===== src/design/ctb_pkg.sv =====
// Purpose: Shared constants and types for the CAN transmit-buffer request/result block
// Assumes: 32-bit AXI4-Lite register bus, one transmit buffer
// Notes:   Offsets are byte addresses of aligned words
package ctb_pkg;

  localparam int          CTB_ADDR_W       = 8;
  localparam int          CTB_DATA_W       = 32;

  localparam logic [7:0]  CTB_OFF_TX_CTRL  = 8'h00;
  localparam logic [7:0]  CTB_OFF_TX_STAT  = 8'h04;
  localparam logic [7:0]  CTB_OFF_CH_CTRL  = 8'h08;
  localparam logic [7:0]  CTB_OFF_IRQ_STAT = 8'h0C;
  localparam logic [7:0]  CTB_OFF_IRQ_MASK = 8'h10;
  localparam logic [7:0]  CTB_OFF_TX_DATA  = 8'h14;

  // Control word bit positions
  localparam int          CTB_BIT_REQ      = 0;
  localparam int          CTB_BIT_ABRQ     = 1;
  localparam int          CTB_BIT_ONESHOT  = 2;
  // Status word: result in [1:0], attempt on the bus in bit 2
  localparam int          CTB_BIT_BUSY     = 2;
  // Channel control and interrupt layouts
  localparam int          CTB_BIT_ABT_EN   = 0;
  localparam int          CTB_BIT_CMP_EN   = 1;
  localparam int          CTB_IRQ_CMP      = 0;
  localparam int          CTB_IRQ_ABT      = 1;

  localparam logic [1:0]  CTB_RES_BUSY     = 2'h0;
  localparam logic [1:0]  CTB_RES_ABORTED  = 2'h1;
  localparam logic [1:0]  CTB_RES_DONE     = 2'h2;
  localparam logic [1:0]  CTB_RES_DONE_AB  = 2'h3;

  localparam logic [1:0]  CTB_RESP_OKAY    = 2'h0;
  localparam logic [1:0]  CTB_RESP_SLVERR  = 2'h2;

  typedef enum logic [0:0] {CTB_IDLE, CTB_WAIT} ctb_state_t;

  typedef struct packed {
    logic one_shot;
    logic abort;
    logic request;
  } ctb_req_t;

  typedef struct packed {
    logic       valid;
    logic [1:0] code;
  } ctb_fin_t;

  typedef struct packed {
    logic done;
    logic arb_lost;
    logic error;
  } ctb_bus_ev_t;

  function automatic logic [31:0] ctb_merge(input logic [31:0] old_v, input logic [31:0] new_v,
                                            input logic [3:0] strb);
    logic [31:0] m;
    m = {{8{strb[3]}}, {8{strb[2]}}, {8{strb[1]}}, {8{strb[0]}}};
    return (old_v & ~m) | (new_v & m);
  endfunction : ctb_merge

endpackage : ctb_pkg


===== src/design/ctb_tx_attempt.sv =====
// Purpose: One transmit attempt sequencer facing the CAN protocol engine
// Assumes: Engine reports exactly one of done, arbitration lost or error per attempt
// Notes:   Finish code is a one-cycle pulse read by the register file
`timescale 1ns/1ps
module ctb_tx_attempt
  import ctb_pkg::*;
(
  input  wire logic        aclk,
  input  wire logic        aresetn,
  input  wire logic        go,
  input  wire ctb_req_t    req,
  input  wire logic [31:0] frame_in,
  input  wire ctb_bus_ev_t bus_ev,
  output logic             tx_start,
  output logic [31:0]      tx_frame,
  output logic             busy,
  output ctb_fin_t         fin
);

  typedef struct packed {
    ctb_state_t  st;
    logic        start;
    logic [31:0] frame;
    ctb_fin_t    fin;
  } ctb_att_t;

  ctb_att_t s;
  ctb_att_t next_s;

  always_comb
  begin
    next_s       = s;
    next_s.start = 1'b0;
    next_s.fin   = '0;
    case (s.st)
      CTB_IDLE:
      begin
        // Skip the cycle of a finish, the request is cleared only one edge later
        if (go && !s.fin.valid)
        begin
          next_s.st    = CTB_WAIT;
          next_s.start = 1'b1;
          next_s.frame = frame_in;
        end
      end
      CTB_WAIT:
      begin
        if (bus_ev.done)
        begin
          next_s.st        = CTB_IDLE;
          next_s.fin.valid = 1'b1;
          next_s.fin.code  = req.abort ? CTB_RES_DONE_AB : CTB_RES_DONE;
        end
        else if (bus_ev.arb_lost || bus_ev.error)
        begin
          next_s.st = CTB_IDLE;
          // Plain request stays pending and is retried from idle
          if (req.abort || req.one_shot)
          begin
            next_s.fin.valid = 1'b1;
            next_s.fin.code  = CTB_RES_ABORTED;
          end
        end
      end
      default: next_s = '0;
    endcase
  end

  always_ff @(posedge aclk)
  begin
    if (!aresetn)
      s <= '0;
    else
      s <= next_s;
  end

  assign tx_start = s.start;
  assign tx_frame = s.frame;
  assign busy     = (s.st == CTB_WAIT);
  assign fin      = s.fin;
endmodule : ctb_tx_attempt


===== src/design/ctb_tx_buffer.sv =====
// Purpose: Transmit-buffer request and result logic with AXI4-Lite registers
// Assumes: Protocol engine handles bit timing, reports each attempt's outcome as pulses
// Notes:   Interrupt sticky bits are cleared by writing one
//
// Functional notes
// - Plain request success gives result 10, complete irq
// - Plain request failure keeps 00, retries, no irq
// - Success with abort pending gives 11, complete irq
// - Abort or one-shot failure gives 01, abort irq
// - One-shot tries once; success gives 10 or 11
// - Abort irq reaches output only when enabled
`timescale 1ns/1ps
module ctb_tx_buffer
  import ctb_pkg::*;
(
  input  wire logic                  aclk,
  input  wire logic                  aresetn,
  input  wire logic [CTB_ADDR_W-1:0] s_axi_awaddr,
  input  wire logic                  s_axi_awvalid,
  output logic                       s_axi_awready,
  input  wire logic [CTB_DATA_W-1:0] s_axi_wdata,
  input  wire logic [3:0]            s_axi_wstrb,
  input  wire logic                  s_axi_wvalid,
  output logic                       s_axi_wready,
  output logic [1:0]                 s_axi_bresp,
  output logic                       s_axi_bvalid,
  input  wire logic                  s_axi_bready,
  input  wire logic [CTB_ADDR_W-1:0] s_axi_araddr,
  input  wire logic                  s_axi_arvalid,
  output logic                       s_axi_arready,
  output logic [CTB_DATA_W-1:0]      s_axi_rdata,
  output logic [1:0]                 s_axi_rresp,
  output logic                       s_axi_rvalid,
  input  wire logic                  s_axi_rready,
  input  wire ctb_bus_ev_t           can_ev,
  output logic                       can_tx_start,
  output logic [31:0]                can_tx_frame,
  output logic                       irq
);

  typedef struct packed {
    logic                  awready;
    logic                  wready;
    logic                  aw_got;
    logic                  w_got;
    logic [CTB_ADDR_W-1:0] aw_addr;
    logic [31:0]           w_data;
    logic [3:0]            w_strb;
    logic                  bvalid;
    logic [1:0]            bresp;
    logic                  arready;
    logic                  rvalid;
    logic [1:0]            rresp;
    logic [31:0]           rdata;
    ctb_req_t              req;
    logic [1:0]            result;
    logic                  abt_en;
    logic                  cmp_en;
    logic [1:0]            irq_st;
    logic [1:0]            irq_mk;
    logic [31:0]           frame;
    logic                  irq;
  } ctb_main_t;

  ctb_main_t   s;
  ctb_main_t   next_s;
  logic        go;
  logic        busy;
  ctb_fin_t    fin;

  // A new attempt only while the previous result has been acknowledged
  assign go = s.req.request && (s.result == CTB_RES_BUSY);

  ctb_tx_attempt u_attempt (
    .aclk     (aclk),
    .aresetn  (aresetn),
    .go       (go),
    .req      (s.req),
    .frame_in (s.frame),
    .bus_ev   (can_ev),
    .tx_start (can_tx_start),
    .tx_frame (can_tx_frame),
    .busy     (busy),
    .fin      (fin)
  );

  always_comb
  begin
    logic [31:0] v;
    logic        wr_do;
    v      = '0;
    wr_do  = s.aw_got && s.w_got && !s.bvalid;
    next_s = s;
    if (s_axi_awvalid && s.awready)
    begin
      next_s.aw_got  = 1'b1;
      next_s.aw_addr = s_axi_awaddr;
    end
    if (s_axi_wvalid && s.wready)
    begin
      next_s.w_got  = 1'b1;
      next_s.w_data = s_axi_wdata;
      next_s.w_strb = s_axi_wstrb;
    end
    if (s.bvalid && s_axi_bready)
      next_s.bvalid = 1'b0;
    if (wr_do)
    begin
      next_s.aw_got = 1'b0;
      next_s.w_got  = 1'b0;
      next_s.bvalid = 1'b1;
      next_s.bresp  = CTB_RESP_OKAY;
      case (s.aw_addr)
        CTB_OFF_TX_CTRL:
        begin
          v = ctb_merge(32'(s.req), s.w_data, s.w_strb);
          // Writes without the request bit, or before acknowledge, are ignored
          if (v[CTB_BIT_REQ] && s.result == CTB_RES_BUSY)
          begin
            next_s.req.request  = 1'b1;
            next_s.req.abort    = s.req.abort || v[CTB_BIT_ABRQ];
            next_s.req.one_shot = s.req.one_shot || v[CTB_BIT_ONESHOT];
          end
        end
        CTB_OFF_TX_STAT:
        begin
          v = ctb_merge(32'(s.result), s.w_data, s.w_strb);
          if (v[1:0] == CTB_RES_BUSY)
            next_s.result = CTB_RES_BUSY;
        end
        CTB_OFF_CH_CTRL:
        begin
          v = ctb_merge({30'h0, s.cmp_en, s.abt_en}, s.w_data, s.w_strb);
          next_s.abt_en = v[CTB_BIT_ABT_EN];
          next_s.cmp_en = v[CTB_BIT_CMP_EN];
        end
        CTB_OFF_IRQ_STAT:
        begin
          v = ctb_merge(32'h0000_0000, s.w_data, s.w_strb);
          next_s.irq_st = s.irq_st & ~v[1:0];
        end
        CTB_OFF_IRQ_MASK:
        begin
          v = ctb_merge(32'(s.irq_mk), s.w_data, s.w_strb);
          next_s.irq_mk = v[1:0];
        end
        CTB_OFF_TX_DATA: next_s.frame = ctb_merge(s.frame, s.w_data, s.w_strb);
        default: next_s.bresp = CTB_RESP_SLVERR;
      endcase
    end
    // Hardware finish comes after software writes, so a same-cycle set wins
    if (fin.valid)
    begin
      next_s.result = fin.code;
      next_s.req    = '0;
      if (fin.code == CTB_RES_ABORTED)
        next_s.irq_st[CTB_IRQ_ABT] = 1'b1;
      else
        next_s.irq_st[CTB_IRQ_CMP] = 1'b1;
    end
    if (s.rvalid && s_axi_rready)
      next_s.rvalid = 1'b0;
    if (s_axi_arvalid && s.arready)
    begin
      next_s.rvalid = 1'b1;
      next_s.rresp  = CTB_RESP_OKAY;
      case (s_axi_araddr)
        CTB_OFF_TX_CTRL:  next_s.rdata = 32'(s.req);
        CTB_OFF_TX_STAT:  next_s.rdata = {29'h0, busy, s.result};
        CTB_OFF_CH_CTRL:  next_s.rdata = {30'h0, s.cmp_en, s.abt_en};
        CTB_OFF_IRQ_STAT: next_s.rdata = {30'h0, s.irq_st};
        CTB_OFF_IRQ_MASK: next_s.rdata = {30'h0, s.irq_mk};
        CTB_OFF_TX_DATA:  next_s.rdata = s.frame;
        default:
        begin
          next_s.rdata = '0;
          next_s.rresp = CTB_RESP_SLVERR;
        end
      endcase
    end
    next_s.awready = !next_s.aw_got && !next_s.bvalid;
    next_s.wready  = !next_s.w_got && !next_s.bvalid;
    next_s.arready = !next_s.rvalid;
    // Enables sit in front of the pin so masked-off sources still show in status
    next_s.irq = (next_s.irq_st[CTB_IRQ_CMP] && next_s.irq_mk[CTB_IRQ_CMP] && next_s.cmp_en)
              || (next_s.irq_st[CTB_IRQ_ABT] && next_s.irq_mk[CTB_IRQ_ABT] && next_s.abt_en);
  end

  always_ff @(posedge aclk)
  begin
    if (!aresetn)
      s <= '0;
    else
      s <= next_s;
  end

  assign s_axi_awready = s.awready;
  assign s_axi_wready  = s.wready;
  assign s_axi_bvalid  = s.bvalid;
  assign s_axi_bresp   = s.bresp;
  assign s_axi_arready = s.arready;
  assign s_axi_rvalid  = s.rvalid;
  assign s_axi_rresp   = s.rresp;
  assign s_axi_rdata   = s.rdata;
  assign irq           = s.irq;
endmodule : ctb_tx_buffer


===== config.mk =====
export PLATFORM = sky130hd
export DESIGN_NAME = ctb_tx_buffer
export DESIGN_NICKNAME = d
export VERILOG_FILES = /design/src/design/ctb_pkg.sv /design/src/design/ctb_tx_attempt.sv /design/src/design/ctb_tx_buffer.sv
export SDC_FILE = /design/constraint.sdc
export NUM_CORES = 1
export LEC_CHECK = 0
export BUFFER_PORTS_ARGS = -buffer_cell sky130_fd_sc_hd__buf_4
export CAP_MARGIN = 20
export CORE_ASPECT_RATIO = 1.2
export CORE_MARGIN = 5
export CORE_UTILIZATION = 26
export DETAILED_ROUTE_END_ITERATION = 8
export PLACE_DENSITY_LB_ADDON = 0.3
export SYNTH_ARGS = -nofsm -noshare
export SYNTH_HDL_FRONTEND = slang
export SYNTH_SLANG_ARGS = --single-unit

===== constraint.sdc =====
create_clock -name aclk -period 3.9 [get_ports aclk]
set_input_delay 0.39 -clock aclk [delete_from_list [all_inputs] [get_ports aclk]]
set_output_delay 0.39 -clock aclk [all_outputs]
set_load 0.03 [all_outputs]

* Word level (Yosys, flattened, before mapping)
Index checks and enable logic that the tools add are counted.
** Storage, ports and cells
- Word-level logic and storage cells :: 127
- Output and inout bits :: 75
- Bits of input ports :: 62
- Bits in registers :: 168
** Cells by class
- Bitwise logic cells :: 16
- Mux-type cells :: 29
- Eq/ne operators :: 11
- Reduce and logical (&&, ||, !) cells :: 43
** Operators with widths (count)
- $pmux 32 s6 :: 1
- $and 32x32->32 :: 2
- $mux 40 :: 1
- $mux 35 :: 1
- $mux 34 :: 1
- $eq 8x4->1 const B :: 4
- $eq 8x5->1 const B :: 4
- $mux 32 :: 1
- $not 32->32 :: 1
- $or 32x32->32 :: 1
- $mux 2 :: 10
- $eq 8x3->1 const B :: 2
- $logic_and 1x1->1 :: 16
- $logic_not 8->1 :: 2
- $mux 3 :: 4
- $reduce_or 6->1 :: 2
- $mux 1 :: 9
- $and 2x2->2 :: 4
- $logic_not 1->1 :: 6
- $or 2x2->2 :: 3
- $reduce_and 2->1 :: 3
- $reduce_and 3->1 :: 2
- $reduce_bool 2->1 :: 3
- $logic_or 1x1->1 :: 5
- other kinds (8) :: 11

* Logic depth before layout (Yosys ltp)
Gate-level depths: netlist (run 1).
- Depth in word-level cells :: 12
- Gate-level depth with buffers :: 7
- Gate-level depth less buffers :: 5

* Hierarchy
Synthesis (run 1) repeated with hierarchy kept, for this count alone.
** Unflattened totals
- Cell total of the unflattened synthesis :: 745
- Area, all modules :: 6749.0 µm²
** By module, submodules not included
- ctb_tx_buffer :: cells an instance 588, instances 1, seq. area each 2582.5 µm², area each 5261.3 µm²
- ctb_tx_attempt :: cells an instance 157, instances 1, seq. area each 740.7 µm², area each 1487.7 µm²

* Least setup slack after synthesis (run 1)
OpenSTA, ideal clock, no wires.
- Path kind :: register to register
- Start :: register s (netlist bit s_axi_bvalid)
- End :: register with a tool-made name
- Required time :: 3772 ps
- Setup slack :: 2302 ps
- Period minus slack after synthesis :: 1598 ps
- Setup time :: 128 ps
- Cell stages (with the launch flop) :: 6
- Arrival time :: 1471 ps
- Buffers on the path :: 0
- Cell sequence :: dfxtp_1 nand3b_4 nor3b_4 nand3_4 mux2i_1 nor2_1
** RTL lines
- start: declaration :: RTL line ctb_tx_buffer.sv:65 : ctb_main_t s;
- start signal: assignment :: RTL line ctb_tx_buffer.sv:194 : s <= next_s;

* Worst setup path after layout (run 1)
- Start :: register s[39] (netlist name)
- End :: register u_attempt.s (netlist bit u_attempt.tx_frame[17])
** On the way
- Word-level cells in the longest chain between the ends :: 4
** RTL lines
- $logic_not 2->1 :: RTL line ctb_tx_buffer.sv:72 : assign go = s.req.request && (s.result == CTB_RES_BUSY);
- $logic_and 1x1->1 :: RTL line ctb_tx_buffer.sv:72
- $logic_and 1x1->1 :: RTL line ctb_tx_attempt.sv:39 : if (go && !s.fin.valid)
- $reduce_and 2->1 (no source line)
- end signal: assignment :: RTL line ctb_tx_attempt.sv:74 : s <= next_s;
- end: declaration :: RTL line ctb_tx_attempt.sv:27 : ctb_att_t s;
No other way between the ends.
A chain may end at the register's enable or synchronous reset.

==> results.py, run 1 <==
metrics = {
    "synthesis": {
        "syn-cell-area_sq_mm": 0.006291,
        "synth_edf_count": 0,
        "yosysMostFrequentCell": "dfxtp_1",
        "synth_area_leader_cell": "dfxtp_1",
        "synth_top_area_share_pct": 52.82,
        "synth_cell_types": 42,
        "avgSynthCellArea_sq_um": 8.786,
        "async_flop_share_pct": 0,
        "ys_seq_area_share_pct": 52.82,
        "ys.flop_type": "dfxtp_1",
        "synth-seq-cells": 166,
        "yosysWarnings": 0,
        "yosys-top-cells-count": "166 x dfxtp_1, 164 x nand2_1, 88 x a21oi_1",
        "syn_inst": 716,
        "synthTopCellsByArea": "dfxtp_1 53%, nand2_1 9.8%, a21oi_1 7.0%, mux2i_1 5.6%, buf_4 5.0%",
    },
    "setup_path": {
        "crit_arrival_ns": 2.37,
        "r2r_cells": 6,
        "rrSetupSlack_ns": 1.87,
        "r2r_end": "u_attempt.tx_frame[17]",
        "crit_start": "s[39]",
        "critPathMaxFanout": 19,
        "required_ns": 4.24,
        "critical_path_class": "reg -> reg",
        "crit_end": "u_attempt.tx_frame[17]",
        "endpoint_kind": "flip-flop",
        "crit_path_start_kind": "flip-flop",
        "r2r_start": "s[39]",
    },
    "worst_hold_path": {
        "min_path_type": "in -> reg",
    },
    "clock_network": {
        "clk_latency_ns": 0.42,
        "clk_pin_slew_ns": 0.06,
        "cts_tree": "done",
        "post_cts_resized": 0,
        "clock_sinks": 166,
        "cts_setup_buffers": 0,
        "h-tree-depth": 4,
        "cts_buffers": 17,
        "cts_buffer_depth": 2,
        "ctsHoldBuffers": 0,
        "clock-root-buffer": "clkbuf_16",
    },
    "route": {
        "drc_errors": 0,
        "dr.pass1.iters": 4,
        "ant_nets": 0,
        "vias": 4942,
        "routed_wl_um": 16750,
        "routedWlPerCell_um": 14.85,
        "routed_via_density": 4.381,
        "drtIter0Drc": 222,
    },
    "cells_and_area": {
        "final_cells": 1128,
        "fillers": 2580,
        "fin_nets": 859,
        "area_growth_pct": 25.04,
        "seqCellArea_sq_mm": 0.003323,
        "multi_input_area_sq_mm": 0.002506,
        "n_antenna_cell": 0,
        "fin_area_sq_mm": 0.007866,
        "drive_gt1_share_pct": 23.39,
        "utilization_pct": 32.92,
    },
    "die": {
        "core_area_sq_mm": 0.02389,
        "num_rows": 62,
        "pin_count": 137,
        "die_w_um": 152,
        "start_util_pct": 26.33,
        "fp.dieArea_sq_mm": 0.02742,
        "die-height_um": 180.4,
    },
    "placed_design": {
        "dpl_cell_area_sq_mm": 0.007311,
        "numPortBuffers": 134,
        "dp_hpwl_um": 11690,
        "dp_cells": 1098,
        "gp_congestion": 0.7818,
    },
    "sta": {
        "setup_viol": 0,
        "slew_violations": 0,
        "totalNegativeSetupSlack_ns": 0,
        "fin_skew_ns": 0.01154,
        "finalCritPeriodShare_pct": 52.05,
        "worst_pin_slew_ns": 0.8832,
        "relSlewSlack_pct": 41.12,
        "hold_viol": 0,
        "period_minus_slack_ns": 2.030,
        "rsz0062_at_grt": "false",
        "timing.fmax_mhz": 492.6,
    },
    "global_route": {
        "grt_max_degree": 84,
        "grt_pass1_vias": 4777,
        "grt_pass1_wl_um": 26330,
        "grt_remaining_overflow": 0,
        "grt_antenna_before_repair": 0,
        "grt_use_total_pct": 11.95,
    },
    "power_and_ir_drop": {
        "power_per_cell_area_mw_per_mm2": 451.4,
        "irDropWorstVdd_uv": 272.8,
        "leakage_nw": 3.224,
        "p_total_mw": 3.551,
    },
    "status": {
        "status": "complete, no violations",
    },
    "flow_run": {
        "cap_violations": 0,
    },
}
through the flow:
step / setup WS [ns] / hold slack (ns)
6_report: 1.870 / 0.1927
5_1_grt: 1.657 / 0.1854
4_1_cts: 1.830 / 0.1767
3_5_place_dp: 1.839 / 0.4465
3_3_place_gp: 1.831 / 0.4422
2_1_floorplan: 2.302 / 0.4357
report_power, final:
part | internal [mW] | switching (mW)
registers | 1.72 | 0.0222
clock network | 0.949 | 0.669
logic | 0.0740 | 0.113
total | 2.75 | 0.804
per-layer routing:
metal | up-vias | GRT usage (%) | wire [um]
li1 | 2516 | - | -
met1 | 2303 | 14.92 | 7615
met2 | 107 | 20.02 | 8162
met3 | 16 | 3.195 | 712
met4 | 0 | 3.993 | 263
met5 | - | 0 | 0
critical path, cell delays in order (launching register included):
cell	delay, ns
dfxtp_1	0.33
or2_2	0.31
nor3_2	0.14
and2_1	0.57
buf_4	0.38
nand2_1	0.11
a21oi_1	0.12
final cells by class:
cell class,count,area share [%]
Sequential cell,166,42.25
Multi-Input combinational cell,467,31.86
Timing Repair Buffer,139,13.42
Clock buffer,21,5.726
Tap cell,320,5.090
Clock inverter,9,1.336
Inverter,6,0.3181
how the worst min path moves through the flow:
stage              start          endpoint  slack [ns]  cells past startpoint
6_report       can_ev[2]  u_attempt.fin[0]        0.19                      2
5_1_grt        can_ev[2]  u_attempt.fin[0]        0.19                      2
4_1_cts        can_ev[2]  u_attempt.fin[0]        0.18                      2
3_5_place_dp       s[91]             s[91]        0.45                      2
3_3_place_gp      s[102]            s[102]        0.44                      2
2_1_floorplan     s[100]            s[100]        0.44                      2
cell families after synthesis:
group / after synthesis / synth area share (%)
flops: 166 / 52.82
compound gates: 136 / 12.57
mux: 39 / 6.643
buf+inv: 84 / 7.597
simple gates: 290 / 20.31
other cells: 1 / 0.05961
cell usage in the layout, fill, tap and decap left out, types with 2 or more instances in the layout:
cell,n
bufinv_16,2
a21oi_1,88
mux4_2,2
o22ai_1,4
conb_1,2
nand3_1,7
clkbuf_1,3
nor3_2,2
nor3_1,4
nor2_1,83
buf_4,138
nand2_2,2
and3_1,3
clkinvlp_4,4
mux2i_1,35
nand3_4,4
dfxtp_1,166
nand2b_1,6
nand2_1,162
a22oi_1,33
o21ai_0,4
clkbuf_16,17
inv_1,5
or2_2,2
and2_1,4
clkinv_2,3
mux2_2,2
No activity file was read; power rests on OpenSTA's default activity.
==> run 2, diff against run 1 <==
- ABC_AREA: default -> 1
- clock period: 3.9 -> 1.8 ns (I/O delays scaled with it)
==> run 2 against run 1 <==
Compared with the run above: combinational power rose to 3.7 times the previous value; critical path depth is 2 higher; critical path type unchanged; synthesized cell count is 18% higher.
==> results.py, run 2 <==
metrics = {
    "status": {
        "status": "complete, no violations",
    },
    "synthesis": {
        "synth_top_area_share_pct": 51.73,
        "ys_seq_area_share_pct": 51.73,
        "synth_area_leader_cell": "dfxtp_1",
        "yosys-top-cells-count": "236 x nor2_1, 166 x dfxtp_1, 141 x o21ai_0",
        "async_flop_share_pct": 0,
        "syn-cell-area_sq_mm": 0.006424,
        "yosysWarnings": 0,
        "syn_inst": 848,
        "avgSynthCellArea_sq_um": 7.575,
        "synth_edf_count": 0,
        "synth_cell_types": 29,
        "ys.flop_type": "dfxtp_1",
        "yosysMostFrequentCell": "nor2_1",
        "synth-seq-cells": 166,
        "synthTopCellsByArea": "dfxtp_1 52%, nor2_1 14%, o21ai_0 11%, nand2_1 5.0%, buf_4 4.3%",
    },
    "placed_design": {
        "dp_hpwl_um": 12250,
        "dp_cells": 1246,
        "pre_cts_slack_ns": 0.2381,
        "gp_congestion": 0.7538,
        "numPortBuffers": 134,
    },
    "cells_and_area": {
        "area_growth_pct": 28.05,
        "final_cells": 1283,
        "drive_gt1_share_pct": 21.29,
        "n_antenna_cell": 0,
        "final_common_cell": "nor2_1",
        "seqCellArea_sq_mm": 0.003323,
        "fillers": 2613,
        "multi_input_area_sq_mm": 0.002515,
        "layout.cells.most_common_list": "236 x nor2_1, 166 x dfxtp_1, 144 x buf_4",
        "fin_nets": 1007,
    },
    "global_route": {
        "grt_use_total_pct": 12.53,
        "grt_remaining_overflow": 0,
        "grt_pass1_vias": 5511,
        "grt_max_degree": 65,
        "grt_pass1_wl_um": 28390,
        "grt_antenna_before_repair": 3,
    },
    "sta": {
        "rsz0062_at_grt": "false",
        "setup_viol": 0,
        "hold_viol": 0,
        "hold_ws_ns": 0.01332,
        "timing.fmax_mhz": 645.6,
        "finalCritPeriodShare_pct": 86.05,
        "setup_slack_ns": 0.2510,
        "fin_skew_ns": 0.01098,
        "slew_violations": 0,
        "period_minus_slack_ns": 1.549,
        "totalNegativeSetupSlack_ns": 0,
    },
    "clock_network": {
        "cts_setup_buffers": 0,
        "clock_sinks": 166,
        "h-tree-depth": 4,
        "clock-root-buffer": "clkbuf_16",
        "cts_tree": "done",
        "cts_buffer_depth": 2,
        "clk_pin_slew_ns": 0.07,
        "clk_latency_ns": 0.42,
        "cts_buffers": 17,
    },
    "setup_path": {
        "required_ns": 2.11,
        "critPathMaxFanout": 9,
        "endpoint_kind": "flip-flop",
        "r2r_cells": 8,
        "crit_start": "s[119]",
        "crit_arrival_ns": 1.86,
        "critical_path_class": "reg -> reg",
        "r2r_start": "s[119]",
        "crit_path_start_kind": "flip-flop",
    },
    "route": {
        "drc_errors": 0,
        "drtIter0Drc": 333,
        "dr.pass1.iters": 4,
        "routed_wl_um": 17320,
        "routedWlPerCell_um": 13.50,
        "ant_nets": 0,
        "routed_via_density": 4.292,
        "vias": 5506,
    },
    "die": {
        "core_area_sq_mm": 0.02451,
        "die_w_um": 153.5,
        "num_rows": 63,
        "fp.dieArea_sq_mm": 0.02796,
        "pin_count": 137,
        "die-height_um": 182.2,
        "start_util_pct": 26.20,
    },
    "power_and_ir_drop": {
        "p_total_mw": 8.323,
        "irDropWorstVdd_uv": 587.7,
        "leakage_nw": 3.676,
        "power_per_cell_area_mw_per_mm2": 1012,
    },
    "worst_hold_path": {
        "hold_start": "s_axi_wdata[20]",
        "holdPathStages": 3,
        "min_path_type": "in -> reg",
    },
    "flow_run": {
        "cap_violations": 0,
    },
}
## run 2: kinds of logic (layout without fill, tap and decap cells)
family / after synthesis / in the layout / synth area share (%)
and+or+nand+nor: 360 / 360 / 22.93
AOI/OAI and AO/OA: 203 / 203 / 16.11
DFF: 166 / 166 / 51.73
buffers and inverters: 118 / 227 / 9.174
other: 1 / 2 / 0.05838
## run 2: worst max-delay path, stage by stage (launching register included)
cell and delay, ns:
dfxtp_1 0.33, nor2_2 0.18, nand3_2 0.12, nor2_4 0.21, nand2_4 0.12, nor2_4 0.21, inv_2 0.12, nor2_1 0.11
nor2_1 0.05
## run 2: per-stage QoR
step                      util, %  cell area [sq um]
after floorplan                 -               6427
after global placement      30.85               7564
after detailed placement    30.85               7564
after CTS                   33.55               8225
after global routing        33.55               8225
final                       33.55               8225
## run 2: final cells by class
| cell class | instances | area share, % |
|---|---|---|
| repair buffers | 153 | 14.72 |
| flip-flops and latches | 166 | 40.40 |
| inverters | 42 | 1.917 |
| well taps | 325 | 4.944 |
| clock buffers | 22 | 6.009 |
| multi-input cells | 565 | 30.57 |
| clock inverters | 10 | 1.430 |
## run 2: timing repair
item                                   in CTS  in global routing
hold buffers                                5                  0
endpoints found under the hold margin       3                  0
gates resized for setup                     0                  0
## run 2: worst paths after layout
kind                    endpoint  slack (ns)
setup / recovery       flip-flop        0.25
hold / removal            s[107]        0.01
setup reg to reg       flip-flop        0.25
hold reg to reg   s_axi_rdata[0]        0.47
## run 2: routing by layer
metal	routed length, um	GRT usage (%)	vias to the layer above
li1	-	-	2892
met1	7868	15.43	2463
met2	8219	21.07	121
met3	915	3.843	24
met4	257	3.816	6
met5	60	0	-
## run 2: where the power goes
group          internal [mW]  switching [mW]
registers               3.81          0.0753
logic                  0.279           0.420
clock network           2.24            1.51
